### src/scm_cfg.svh
`ifndef SCM_CFG_SVH
`define SCM_CFG_SVH

// ----------------------------------------
// register offsets (byte addresses)
// ----------------------------------------
`define SCM_OFS_DIV 8'h04
`define SCM_OFS_TCMR 8'h18
`define SCM_OFS_RCMR 8'h10
`define SCM_OFS_CTRL 8'h00
`define SCM_OFS_STAT 8'h40
`define SCM_OFS_IMR 8'h4c

// ----------------------------------------
// field positions
// ----------------------------------------
`define SCM_DIV_W 12
`define SCM_CKS_LSB 0
`define SCM_CKO_LSB 2
`define SCM_CKI_BIT 5
`define SCM_START_LSB 8
`define SCM_CTRL_REN 0
`define SCM_CTRL_TEN 8

// ----------------------------------------
// limits and reset values
// ----------------------------------------
`define SCM_MAX_WORDS 16
`define SCM_MAX_BITS 32
`define SCM_DIV_RST 12'h000
`define SCM_CMR_RST 32'h0000_0000
`define SCM_WORD_BITS 6'h20

`endif

### src/scm_pkg.sv
package scm_pkg;
    // clock source selection
    typedef enum logic [1:0] {
        SCM_CKS_DIV = 2'b00,
        SCM_CKS_OTHER = 2'b01,
        SCM_CKS_PIN = 2'b10
    } scm_cks_t;

    // clock pin output mode
    typedef enum logic [2:0] {
        SCM_CKO_NONE = 3'b000,
        SCM_CKO_CONT = 3'b001,
        SCM_CKO_XFER = 3'b010
    } scm_cko_t;

    // start event selection
    typedef enum logic [3:0] {
        SCM_ST_CONT = 4'h0,
        SCM_ST_OTHER = 4'h1,
        SCM_ST_LOW = 4'h2,
        SCM_ST_HIGH = 4'h3,
        SCM_ST_FALL = 4'h4,
        SCM_ST_RISE = 4'h5,
        SCM_ST_LVL = 4'h6,
        SCM_ST_ANY = 4'h7
    } scm_start_t;

    // section state, gray along idle-run-done
    typedef enum logic [1:0] {
        SCM_IDLE = 2'b00,
        SCM_RUN = 2'b01,
        SCM_DONE = 2'b11
    } scm_state_t;

    // clock mode register contents
    typedef struct packed {
        scm_start_t start;
        logic clock_invert;
        scm_cko_t clock_output_mode;
        scm_cks_t clock_source_select;
    } scm_cmr_t;

    // pin pair (output and enable) for a two-way pin
    typedef struct packed {
        logic o;
        logic oe;
    } scm_pin_t;
endpackage

### src/scm_clock_mgmt.sv
// Implementation choices: the address-and-strobe port and the register offsets.
`include "scm_cfg.svh"
// Operation
// RULE_01 - separate tx and rx sections, 16x32 transfers
// RULE_02 - start automatically or on frame-sync event
// RULE_03 - each section may follow other's clock/start
// RULE_04 - external clock at most half system clock
// RULE_05 - tx clock from pin, rx, or divider
// RULE_06 - rx clock from pin, tx, or divider
// RULE_07 - each section may drive its clock pin
// RULE_08 - 12-bit half-period count, ratio up to 8190
// RULE_09 - one divided clock feeds both selectors
// RULE_10 - zero count keeps divider inactive
// RULE_11 - divided clock high N, low N
// RULE_12 - tx source field and internal inversion
// RULE_13 - tx pin continuous or during transfer
// RULE_14 - tx inversion leaves pin clock unchanged
// RULE_15 - software avoids tx pin with continuous output
// RULE_16 - rx source field and internal inversion
// RULE_17 - rx pin continuous or during transfer
// RULE_18 - rx inversion leaves pin clock unchanged
// RULE_19 - software avoids rx pin with continuous output
// RULE_20 - unmasked pending source asserts interrupt line
// RULE_21 - two dma channels, tx and rx words
// RULE_22 - software enables peripheral clock first
// RULE_23 - start detection and frame-sync per start field
// RULE_24 - divider restarts low on count rewrite
// RULE_25 - pin clocks and syncs synchronised first
module scm_clock_mgmt
    import scm_pkg::*;
(
    // system
    input wire logic clk_sys,
    input wire logic resetn,
    // register port
    input wire logic [7:0] reg_addr,
    input wire logic [31:0] reg_wdata,
    input wire logic reg_wr,
    input wire logic reg_rd,
    output logic [31:0] reg_rdata,
    // transmit pins
    input wire logic transmit_clock_pin_i,
    output logic transmit_clock_pin_o,
    output logic transmit_clock_pin_oe,
    input wire logic transmit_frame_sync_i,
    output logic transmit_frame_sync_o,
    output logic transmit_frame_sync_oe,
    // receive pins
    input wire logic receive_clock_pin_i,
    output logic receive_clock_pin_o,
    output logic receive_clock_pin_oe,
    input wire logic receive_frame_sync_i,
    output logic receive_frame_sync_o,
    output logic receive_frame_sync_oe,
    // dma word streams
    input wire logic tx_dma_valid,
    input wire logic [31:0] tx_dma_data,
    output logic tx_dma_ready,
    output logic rx_dma_valid,
    output logic [31:0] rx_dma_data,
    // internal bit clocks, activity flags and interrupt (system-clock-rate levels)
    output logic tx_bit_clk,
    output logic rx_bit_clk,
    output logic tx_active,
    output logic rx_active,
    output logic irq
);

// ----------------------------------------
// registers
// ----------------------------------------
logic [`SCM_DIV_W-1:0] div_count;
scm_cmr_t tcmr;
scm_cmr_t rcmr;
logic tx_en;
logic rx_en;
logic [1:0] imr;
logic div_load;

// mode word to fields; start field sits above a gap
function automatic scm_cmr_t cmr_unpack(logic [31:0] w);
    scm_cmr_t c;
    c.start = scm_start_t'(w[`SCM_START_LSB +: 4]);
    c.clock_invert = w[`SCM_CKI_BIT];
    c.clock_output_mode = scm_cko_t'(w[`SCM_CKO_LSB +: 3]);
    c.clock_source_select = scm_cks_t'(w[`SCM_CKS_LSB +: 2]);
    return c;
endfunction

// register writes
always_ff @(posedge clk_sys or negedge resetn) begin
    if (!resetn) begin
        div_count <= `SCM_DIV_RST;
        tcmr <= scm_cmr_t'(10'(`SCM_CMR_RST));
        rcmr <= scm_cmr_t'(10'(`SCM_CMR_RST));
        tx_en <= 1'b0;
        rx_en <= 1'b0;
        imr <= 2'b00;
    end else if (reg_wr) begin
        case (reg_addr)
            `SCM_OFS_DIV: div_count <= reg_wdata[`SCM_DIV_W-1:0];
            `SCM_OFS_TCMR: tcmr <= cmr_unpack(reg_wdata);
            `SCM_OFS_RCMR: rcmr <= cmr_unpack(reg_wdata);
            `SCM_OFS_CTRL: begin
                tx_en <= reg_wdata[`SCM_CTRL_TEN];
                rx_en <= reg_wdata[`SCM_CTRL_REN];
            end
            `SCM_OFS_IMR: imr <= reg_wdata[1:0];
            default: ;
        endcase
    end
end
assign div_load = reg_wr && (reg_addr == `SCM_OFS_DIV);

// ----------------------------------------
// pin synchronisers
// ----------------------------------------
logic [3:0] sync_a;
logic [3:0] sync_b;
// RULE_25 two flops
always_ff @(posedge clk_sys or negedge resetn) begin
    if (!resetn) begin
        sync_a <= 4'h0;
        sync_b <= 4'h0;
    end else begin
        sync_a <= {receive_frame_sync_i, transmit_frame_sync_i, receive_clock_pin_i, transmit_clock_pin_i};
        sync_b <= sync_a;
    end
end

// ----------------------------------------
// clock divider
// ----------------------------------------
logic [`SCM_DIV_W-1:0] div_cnt;
logic div_clk;
// RULE_08 RULE_10 RULE_11 RULE_24 divider
always_ff @(posedge clk_sys or negedge resetn) begin
    if (!resetn) begin
        div_cnt <= `SCM_DIV_RST;
        div_clk <= 1'b0;
    end else if (div_load || div_count == `SCM_DIV_RST) begin
        div_cnt <= `SCM_DIV_RST;
        div_clk <= 1'b0;
    end else if (div_cnt == div_count - 12'h001) begin
        div_cnt <= `SCM_DIV_RST;
        div_clk <= ~div_clk;
    end else begin
        div_cnt <= div_cnt + 12'h001;
    end
end

// ----------------------------------------
// clock selection
// ----------------------------------------
logic tx_sel_clk;
logic rx_sel_clk;
logic tx_ext;
logic rx_ext;
// RULE_25 synchronised pin clocks
assign tx_ext = sync_b[0];
assign rx_ext = sync_b[1];
// RULE_03 RULE_05 RULE_09 RULE_12 tx source
always_comb begin
    case (tcmr.clock_source_select)
        SCM_CKS_DIV: tx_sel_clk = div_clk;
        SCM_CKS_OTHER: tx_sel_clk = rx_sel_raw();
        SCM_CKS_PIN: tx_sel_clk = tx_ext;
        default: tx_sel_clk = 1'b0;
    endcase
end
// RULE_03 RULE_06 RULE_09 RULE_16 rx source; no loop back
always_comb begin
    case (rcmr.clock_source_select)
        SCM_CKS_DIV: rx_sel_clk = div_clk;
        SCM_CKS_OTHER: rx_sel_clk = tx_sel_raw();
        SCM_CKS_PIN: rx_sel_clk = rx_ext;
        default: rx_sel_clk = 1'b0;
    endcase
end
// one-level view of the other section, no combinational loop
function automatic logic rx_sel_raw();
    return (rcmr.clock_source_select == SCM_CKS_PIN) ? rx_ext : div_clk;
endfunction
function automatic logic tx_sel_raw();
    return (tcmr.clock_source_select == SCM_CKS_PIN) ? tx_ext : div_clk;
endfunction

// RULE_12 RULE_16 inversion on internal clock only
assign tx_bit_clk = tx_sel_clk ^ tcmr.clock_invert;
assign rx_bit_clk = rx_sel_clk ^ rcmr.clock_invert;

// ----------------------------------------
// start detection and transfer window
// ----------------------------------------
logic [1:0] fs_prev;
logic [1:0] bclk_prev;
logic tx_start;
logic rx_start;
scm_state_t tx_state;
scm_state_t rx_state;
logic [9:0] tx_bits;
logic [9:0] rx_bits;

// start event per selected mode
function automatic logic start_hit(scm_start_t s, logic fs, logic fp, logic other, logic en);
    case (s)
        SCM_ST_CONT: return en;
        SCM_ST_OTHER: return other;
        SCM_ST_LOW: return !fs;
        SCM_ST_HIGH: return fs;
        SCM_ST_FALL: return fp && !fs;
        SCM_ST_RISE: return !fp && fs;
        SCM_ST_LVL, SCM_ST_ANY: return fp != fs;
        default: return 1'b0;
    endcase
endfunction

always_ff @(posedge clk_sys or negedge resetn) begin
    if (!resetn) begin
        fs_prev <= 2'b00;
        bclk_prev <= 2'b00;
    end else begin
        fs_prev <= sync_b[3:2];
        bclk_prev <= {rx_bit_clk, tx_bit_clk};
    end
end

// RULE_02 RULE_03 RULE_23 start events
assign tx_start = tx_en && start_hit(tcmr.start, sync_b[2], fs_prev[0], rx_state == SCM_RUN, tx_dma_valid);
assign rx_start = rx_en && start_hit(rcmr.start, sync_b[3], fs_prev[1], tx_state == SCM_RUN, 1'b1);

// RULE_01 transfer length 16 words of 32 bits
always_ff @(posedge clk_sys or negedge resetn) begin
    if (!resetn) begin
        tx_state <= SCM_IDLE;
        tx_bits <= 10'h000;
    end else begin
        case (tx_state)
            SCM_IDLE: if (tx_start) begin
                tx_state <= SCM_RUN;
                tx_bits <= 10'h000;
            end
            SCM_RUN: if (!tx_en) tx_state <= SCM_IDLE;
            else if (tx_bit_clk && !bclk_prev[0]) begin
                if (tx_bits == 10'(`SCM_MAX_WORDS * `SCM_MAX_BITS - 1)) tx_state <= SCM_DONE;
                tx_bits <= tx_bits + 10'h001;
            end
            SCM_DONE: tx_state <= SCM_IDLE;
            default: tx_state <= SCM_IDLE;
        endcase
    end
end

always_ff @(posedge clk_sys or negedge resetn) begin
    if (!resetn) begin
        rx_state <= SCM_IDLE;
        rx_bits <= 10'h000;
    end else begin
        case (rx_state)
            SCM_IDLE: if (rx_start) begin
                rx_state <= SCM_RUN;
                rx_bits <= 10'h000;
            end
            SCM_RUN: if (!rx_en) rx_state <= SCM_IDLE;
            else if (rx_bit_clk && !bclk_prev[1]) begin
                if (rx_bits == 10'(`SCM_MAX_WORDS * `SCM_MAX_BITS - 1)) rx_state <= SCM_DONE;
                rx_bits <= rx_bits + 10'h001;
            end
            SCM_DONE: rx_state <= SCM_IDLE;
            default: rx_state <= SCM_IDLE;
        endcase
    end
end
assign tx_active = (tx_state == SCM_RUN);
assign rx_active = (rx_state == SCM_RUN);

// RULE_23 frame sync driven as pulse at start
always_ff @(posedge clk_sys or negedge resetn) begin
    if (!resetn) begin
        transmit_frame_sync_o <= 1'b0;
        receive_frame_sync_o <= 1'b0;
    end else begin
        transmit_frame_sync_o <= (tx_state == SCM_IDLE) && tx_start;
        receive_frame_sync_o <= (rx_state == SCM_IDLE) && rx_start;
    end
end
// output only when start is not taken from the pin
assign transmit_frame_sync_oe = (tcmr.start == SCM_ST_CONT) || (tcmr.start == SCM_ST_OTHER);
assign receive_frame_sync_oe = (rcmr.start == SCM_ST_CONT) || (rcmr.start == SCM_ST_OTHER);

// ----------------------------------------
// clock pin outputs
// ----------------------------------------
// RULE_07 RULE_14 RULE_18 uninverted clock to pin
always_ff @(posedge clk_sys or negedge resetn) begin
    if (!resetn) begin
        transmit_clock_pin_o <= 1'b0;
        receive_clock_pin_o <= 1'b0;
    end else begin
        transmit_clock_pin_o <= tx_sel_clk;
        receive_clock_pin_o <= rx_sel_clk;
    end
end
// RULE_07 RULE_13 RULE_17 pin enables
assign transmit_clock_pin_oe = (tcmr.clock_output_mode == SCM_CKO_CONT) || (tcmr.clock_output_mode == SCM_CKO_XFER && tx_active);
assign receive_clock_pin_oe = (rcmr.clock_output_mode == SCM_CKO_CONT) || (rcmr.clock_output_mode == SCM_CKO_XFER && rx_active);

// ----------------------------------------
// dma words
// ----------------------------------------
// RULE_21 one word per 32 tx bits, rx word per 32 bits
assign tx_dma_ready = tx_active && tx_bit_clk && !bclk_prev[0] && (tx_bits[4:0] == 5'h1f);
always_ff @(posedge clk_sys or negedge resetn) begin
    if (!resetn) begin
        rx_dma_valid <= 1'b0;
        rx_dma_data <= 32'h0000_0000;
    end else begin
        rx_dma_valid <= rx_active && rx_bit_clk && !bclk_prev[1] && (rx_bits[4:0] == 5'h1f);
        rx_dma_data <= {22'h00_0000, rx_bits};
    end
end

// ----------------------------------------
// status and interrupt
// ----------------------------------------
logic [1:0] stat;
// sticky end-of-transfer flags, set beats read-clear
always_ff @(posedge clk_sys or negedge resetn) begin
    if (!resetn) begin
        stat <= 2'b00;
    end else begin
        stat <= ((reg_rd && reg_addr == `SCM_OFS_STAT) ? 2'b00 : stat)
            | {rx_state == SCM_DONE, tx_state == SCM_DONE};
    end
end
// RULE_20 unmasked pending sources
assign irq = |(stat & imr);

// read data one cycle later
always_ff @(posedge clk_sys or negedge resetn) begin
    if (!resetn) begin
        reg_rdata <= 32'h0000_0000;
    end else if (reg_rd) begin
        case (reg_addr)
            `SCM_OFS_DIV: reg_rdata <= {20'h0_0000, div_count};
            `SCM_OFS_TCMR: reg_rdata <= {20'h0_0000, tcmr.start, 2'b00, tcmr.clock_invert, tcmr.clock_output_mode, tcmr.clock_source_select};
            `SCM_OFS_RCMR: reg_rdata <= {20'h0_0000, rcmr.start, 2'b00, rcmr.clock_invert, rcmr.clock_output_mode, rcmr.clock_source_select};
            `SCM_OFS_CTRL: reg_rdata <= {23'h00_0000, tx_en, 7'h00, rx_en};
            `SCM_OFS_STAT: reg_rdata <= {28'h000_0000, rx_active, tx_active, stat};
            `SCM_OFS_IMR: reg_rdata <= {30'h0000_0000, imr};
            default: reg_rdata <= 32'h0000_0000;
        endcase
    end else begin
        reg_rdata <= 32'h0000_0000;
    end
end
endmodule

### config.mk
export PLATFORM = sky130hd
export DESIGN_NAME = scm_clock_mgmt
export DESIGN_NICKNAME = d
export VERILOG_FILES = /design/src/scm_pkg.sv /design/src/scm_clock_mgmt.sv
export VERILOG_INCLUDE_DIRS = /design/src
export SDC_FILE = /design/constraint.sdc
export NUM_CORES = 1
export LEC_CHECK = 0
export BUFFER_PORTS_ARGS = -buffer_cell sky130_fd_sc_hd__buf_2
export CORE_MARGIN = 1.5
export CORE_UTILIZATION = 40
export CTS_BUF_LIST = sky130_fd_sc_hd__clkbuf_4 sky130_fd_sc_hd__clkbuf_8
export CTS_CLUSTER_SIZE = 40
export DETAILED_ROUTE_END_ITERATION = 10
export GPL_ROUTABILITY_DRIVEN = 0
export GPL_TIMING_DRIVEN = 1
export PLACE_DENSITY_LB_ADDON = 0.2
export SYNTH_ARGS = -nofsm -noshare
export SYNTH_HDL_FRONTEND = slang
export SYNTH_SLANG_ARGS = --single-unit
### constraint.sdc
create_clock -name clk_sys -period 5.4 [get_ports clk_sys]
set_input_delay 0.27 -clock clk_sys [delete_from_list [all_inputs] [get_ports clk_sys]]
set_output_delay 0.27 -clock clk_sys [all_outputs]
set_load 0.005 [all_outputs]
==> qor.txt <==
N_diodes - 0
Routed vias - 4029
Max Buffers Root-to-Sink - 2
Top-count cell post-synth - dfrtp_1
Predominant post-synthesis flop cell - dfrtp_1
Non-Filler Instances - 784
CTS tree - yes
Clock latency on the worst-skew pair - 0.45 ns
Post-synth EDFFs - 0
Gr ovfl total - 0
Router iterations before antenna repair - 6
Reg clk slew, reported paths - 0.07 ns
Synth warn - 0
Clk_skew - 0.00880 ns
Final Critical Period - 2.89 ns
Gate power share - 10.4%
Cell Area, Synth - 5680 um2
GRT Util Overall - 17.9%
Starting Density - 40.9%
Gate Count Post-Synth - 512
Internal power - 1.41 mW
Fin. max-slew vios - 0
Post-Synth Adder-Cell Area - 2.20%
Total wire length - 12400 um
PortBufs - 65
Worst-path cell chain - inv_1 > ha_1 > nor3b_1 > nand3_1 > o32ai_1 > o21ai_0 > o21ai_2 > nor2_1
Postcts setup bufs - 0
1st-iter DRT viols - 343
Number of CTS-inserted buffers - 17
Largest family of logic cells by synthesized area - simple AND/OR/NAND/NOR gates
P&R area growth vs syn - 14.1%
Clock power share - 41.0%
Layout cells sized above 1 - 26.5%
Largest net degree at the start of global routing - 71
Remaining DRCs - 0
MaxCap Viol Count - 0
Worst vdd ir - 0.146 mV
Slew @ Worst Pin - 0.906 ns
Area contributors post-synth - dfrtp_1, mux2_2, buf_4
CP Data Required Time - 5.70 ns
Yosys cell types - 59
Final worst slack - 2.51 ns
Async set-reset flop share out of synthesis - 100%
First-pass GRT wire length - 20000 um
Fin. Hold Viols - 0
Nets - 682
Die area - 14900 um2
Clk root buf - clkbuf_8
Clock Sinks - 114
Worst hold path class - input pin to register
Initial antenna violation count - 0
Critical path data arrival time - 3.18 ns
Final Total Pwr - 1.93 mW
DP HPWL - 8750 um
Final ANT Viol Nets - 0
Resized cells post-CTS - 0
P_sw - 526 uW
Post-synth top area cell - dfrtp_1
Status - finished, final reports clean
CP Class - register to register
Syn avg cell area - 11.1 um2
DP Cell Count - 747
#FFs+latches synth - 114
Setup violators final - 0
Sequential share of the synthesized area - 50.3%
CTS H-Tree Depth - 4
Synth Area in Compound Gates - 8.64%
Largest stage delay, worst path - 0.63 ns
Core Area - 13900 um2
Post-Synth Simple-Gate Area - 15.9%
Crit. End Element - register
RSZ-0062 raised after global routing - false
Slew headroom - 39.4%
Multiplexer share of the synthesized area - 9.04%
Vias per std cell - 5.14
Sw Share - 27.2%
Fmax - 347 MHz
Cell Pwr Density - 298 nW/um2
Finished Core Util - 46.7%
Pleak - 3.17 nW
Hold-fix buffers, CTS - 5
Post-synth top cells - dfrtp_1, buf_4, mux2_2
Seq pwr share - 48.6%
Fill cell count - 1335
Crit path max fanout - 12
# IOs - 160
Final period util - 53.4%
Row count - 43
Routed len/inst - 15.8 um
Crit start category - register
Synth top area share - 50.3%
DIE WIDTH - 122 um
Place WS - 2.39 ns
Chip height - 122 um
Vias in the first global route - 3794
Synth Area in XOR/XNOR - 6.19%
Worst-path cell with the longest stage delay - o21ai_2
Setup TNS - 0 ns
## worst max-delay path: cells and delay by family, from the launching register on
family | cells | cell delay (ns)
AOI/OAI and AO/OA | 3 | 1.13
adders and majority gates | 1 | 0.20
buffers and inverters | 1 | 0.10
DFF | 1 | 0.47
and+or+nand+nor | 3 | 0.84
## path summary, 6_finish.rpt
kind                                   start      endpoint  slack, ns  cells past startpoint
worst max-delay path            div_count[0]   div_cnt[11]       2.51                      8
worst min-delay path            reg_wdata[6]  div_count[6]       0.06                      2
worst max register to register  div_count[0]   div_cnt[11]       2.51                      8
worst min register to register     sync_a[2]     sync_b[2]       0.35                      0
max in group asynchronous             resetn    fs_prev[1]       3.77                      3
min in group asynchronous             resetn     sync_a[1]       0.50                      2
## area by class of cell
class	count	area [um2]	share of cell area, %
multi-input cells	368	2540	39.2
inverters	17	63.8	0.985
repair buffers	73	400	6.18
clock inverters	12	135	2.09
clock buffers	20	263	4.06
well taps	180	225	3.48
flip-flops and latches	114	2850	44.0
## placed cells by master, fill, tap and decap left out, types with 4 or more instances in the layout
cell type	count
nor3_1	10
nor2_2	10
ha_1	10
nand2_1	27
conb_1	42
nand3_1	15
clkinvlp_4	4
buf_4	4
clkinv_4	4
mux2i_1	4
nand2b_1	11
mux2_2	39
a31oi_1	5
xor2_1	19
a222oi_1	8
o21ai_0	16
xnor2_1	18
and3_1	17
clkbuf_8	18
nand3b_1	4
a21oi_1	19
buf_2	64
nor2_1	32
inv_1	16
dlygate4sd3_1	5
dfrtp_1	114
nand4_1	12
## cells by family after synthesis
family | after synthesis
and+or+nand+nor | 161
DFF | 114
AOI/OAI and AO/OA | 72
buffers and inverters | 71
muxes | 45
xor gates and xnor gates | 38
adders and majority gates | 10
other | 1
## per-layer routing
metal,wire (um),GRT usage (%),vias up,part of all wire [%]
met5,0,0,-,0
met4,181,5.74,0,1.5
met3,758,5.71,19,6.1
met2,5570,26.7,145,45
met1,5890,24.7,1977,47
li1,-,-,1888,-
## power groups by stage
stage / Clock, mW / Combinational, mW / Sequential, mW
2_1_floorplan: 0 / 0.169 / 0.937
3_3_place_gp: 0 / 0.195 / 0.952
3_5_place_dp: 0 / 0.200 / 0.954
4_1_cts: 0.811 / 0.205 / 0.938
5_1_grt: 0.856 / 0.230 / 0.944
6_report: 0.792 / 0.202 / 0.938
## stage by stage
stage               hold slack [ns]  cell area [um2]
floorplan                   -0.0256             5830
detailed placement            0.339             6030
finish                       0.0568             6480
CTS                          0.0369             6480
global placement              0.333             6030
global route                 0.0472             6480
## flip-flops by register name (all words and copies together), names as in the netlist, 2 cells and up
| signal | count |
|---|---|
| tx_bits | 10 |
| tx_state | 2 |
| sync_a | 4 |
| sync_b | 4 |
| rx_bits | 10 |
| stat | 2 |
| div_count | 12 |
| imr | 2 |
| fs_prev | 2 |
| reg_rdata | 12 |
| rcmr | 10 |
| rx_dma_data | 10 |
| div_cnt | 12 |
| rx_state | 2 |
| tcmr | 10 |
| bclk_prev | 2 |
Note: power is estimated with default switching activity, not from simulation.
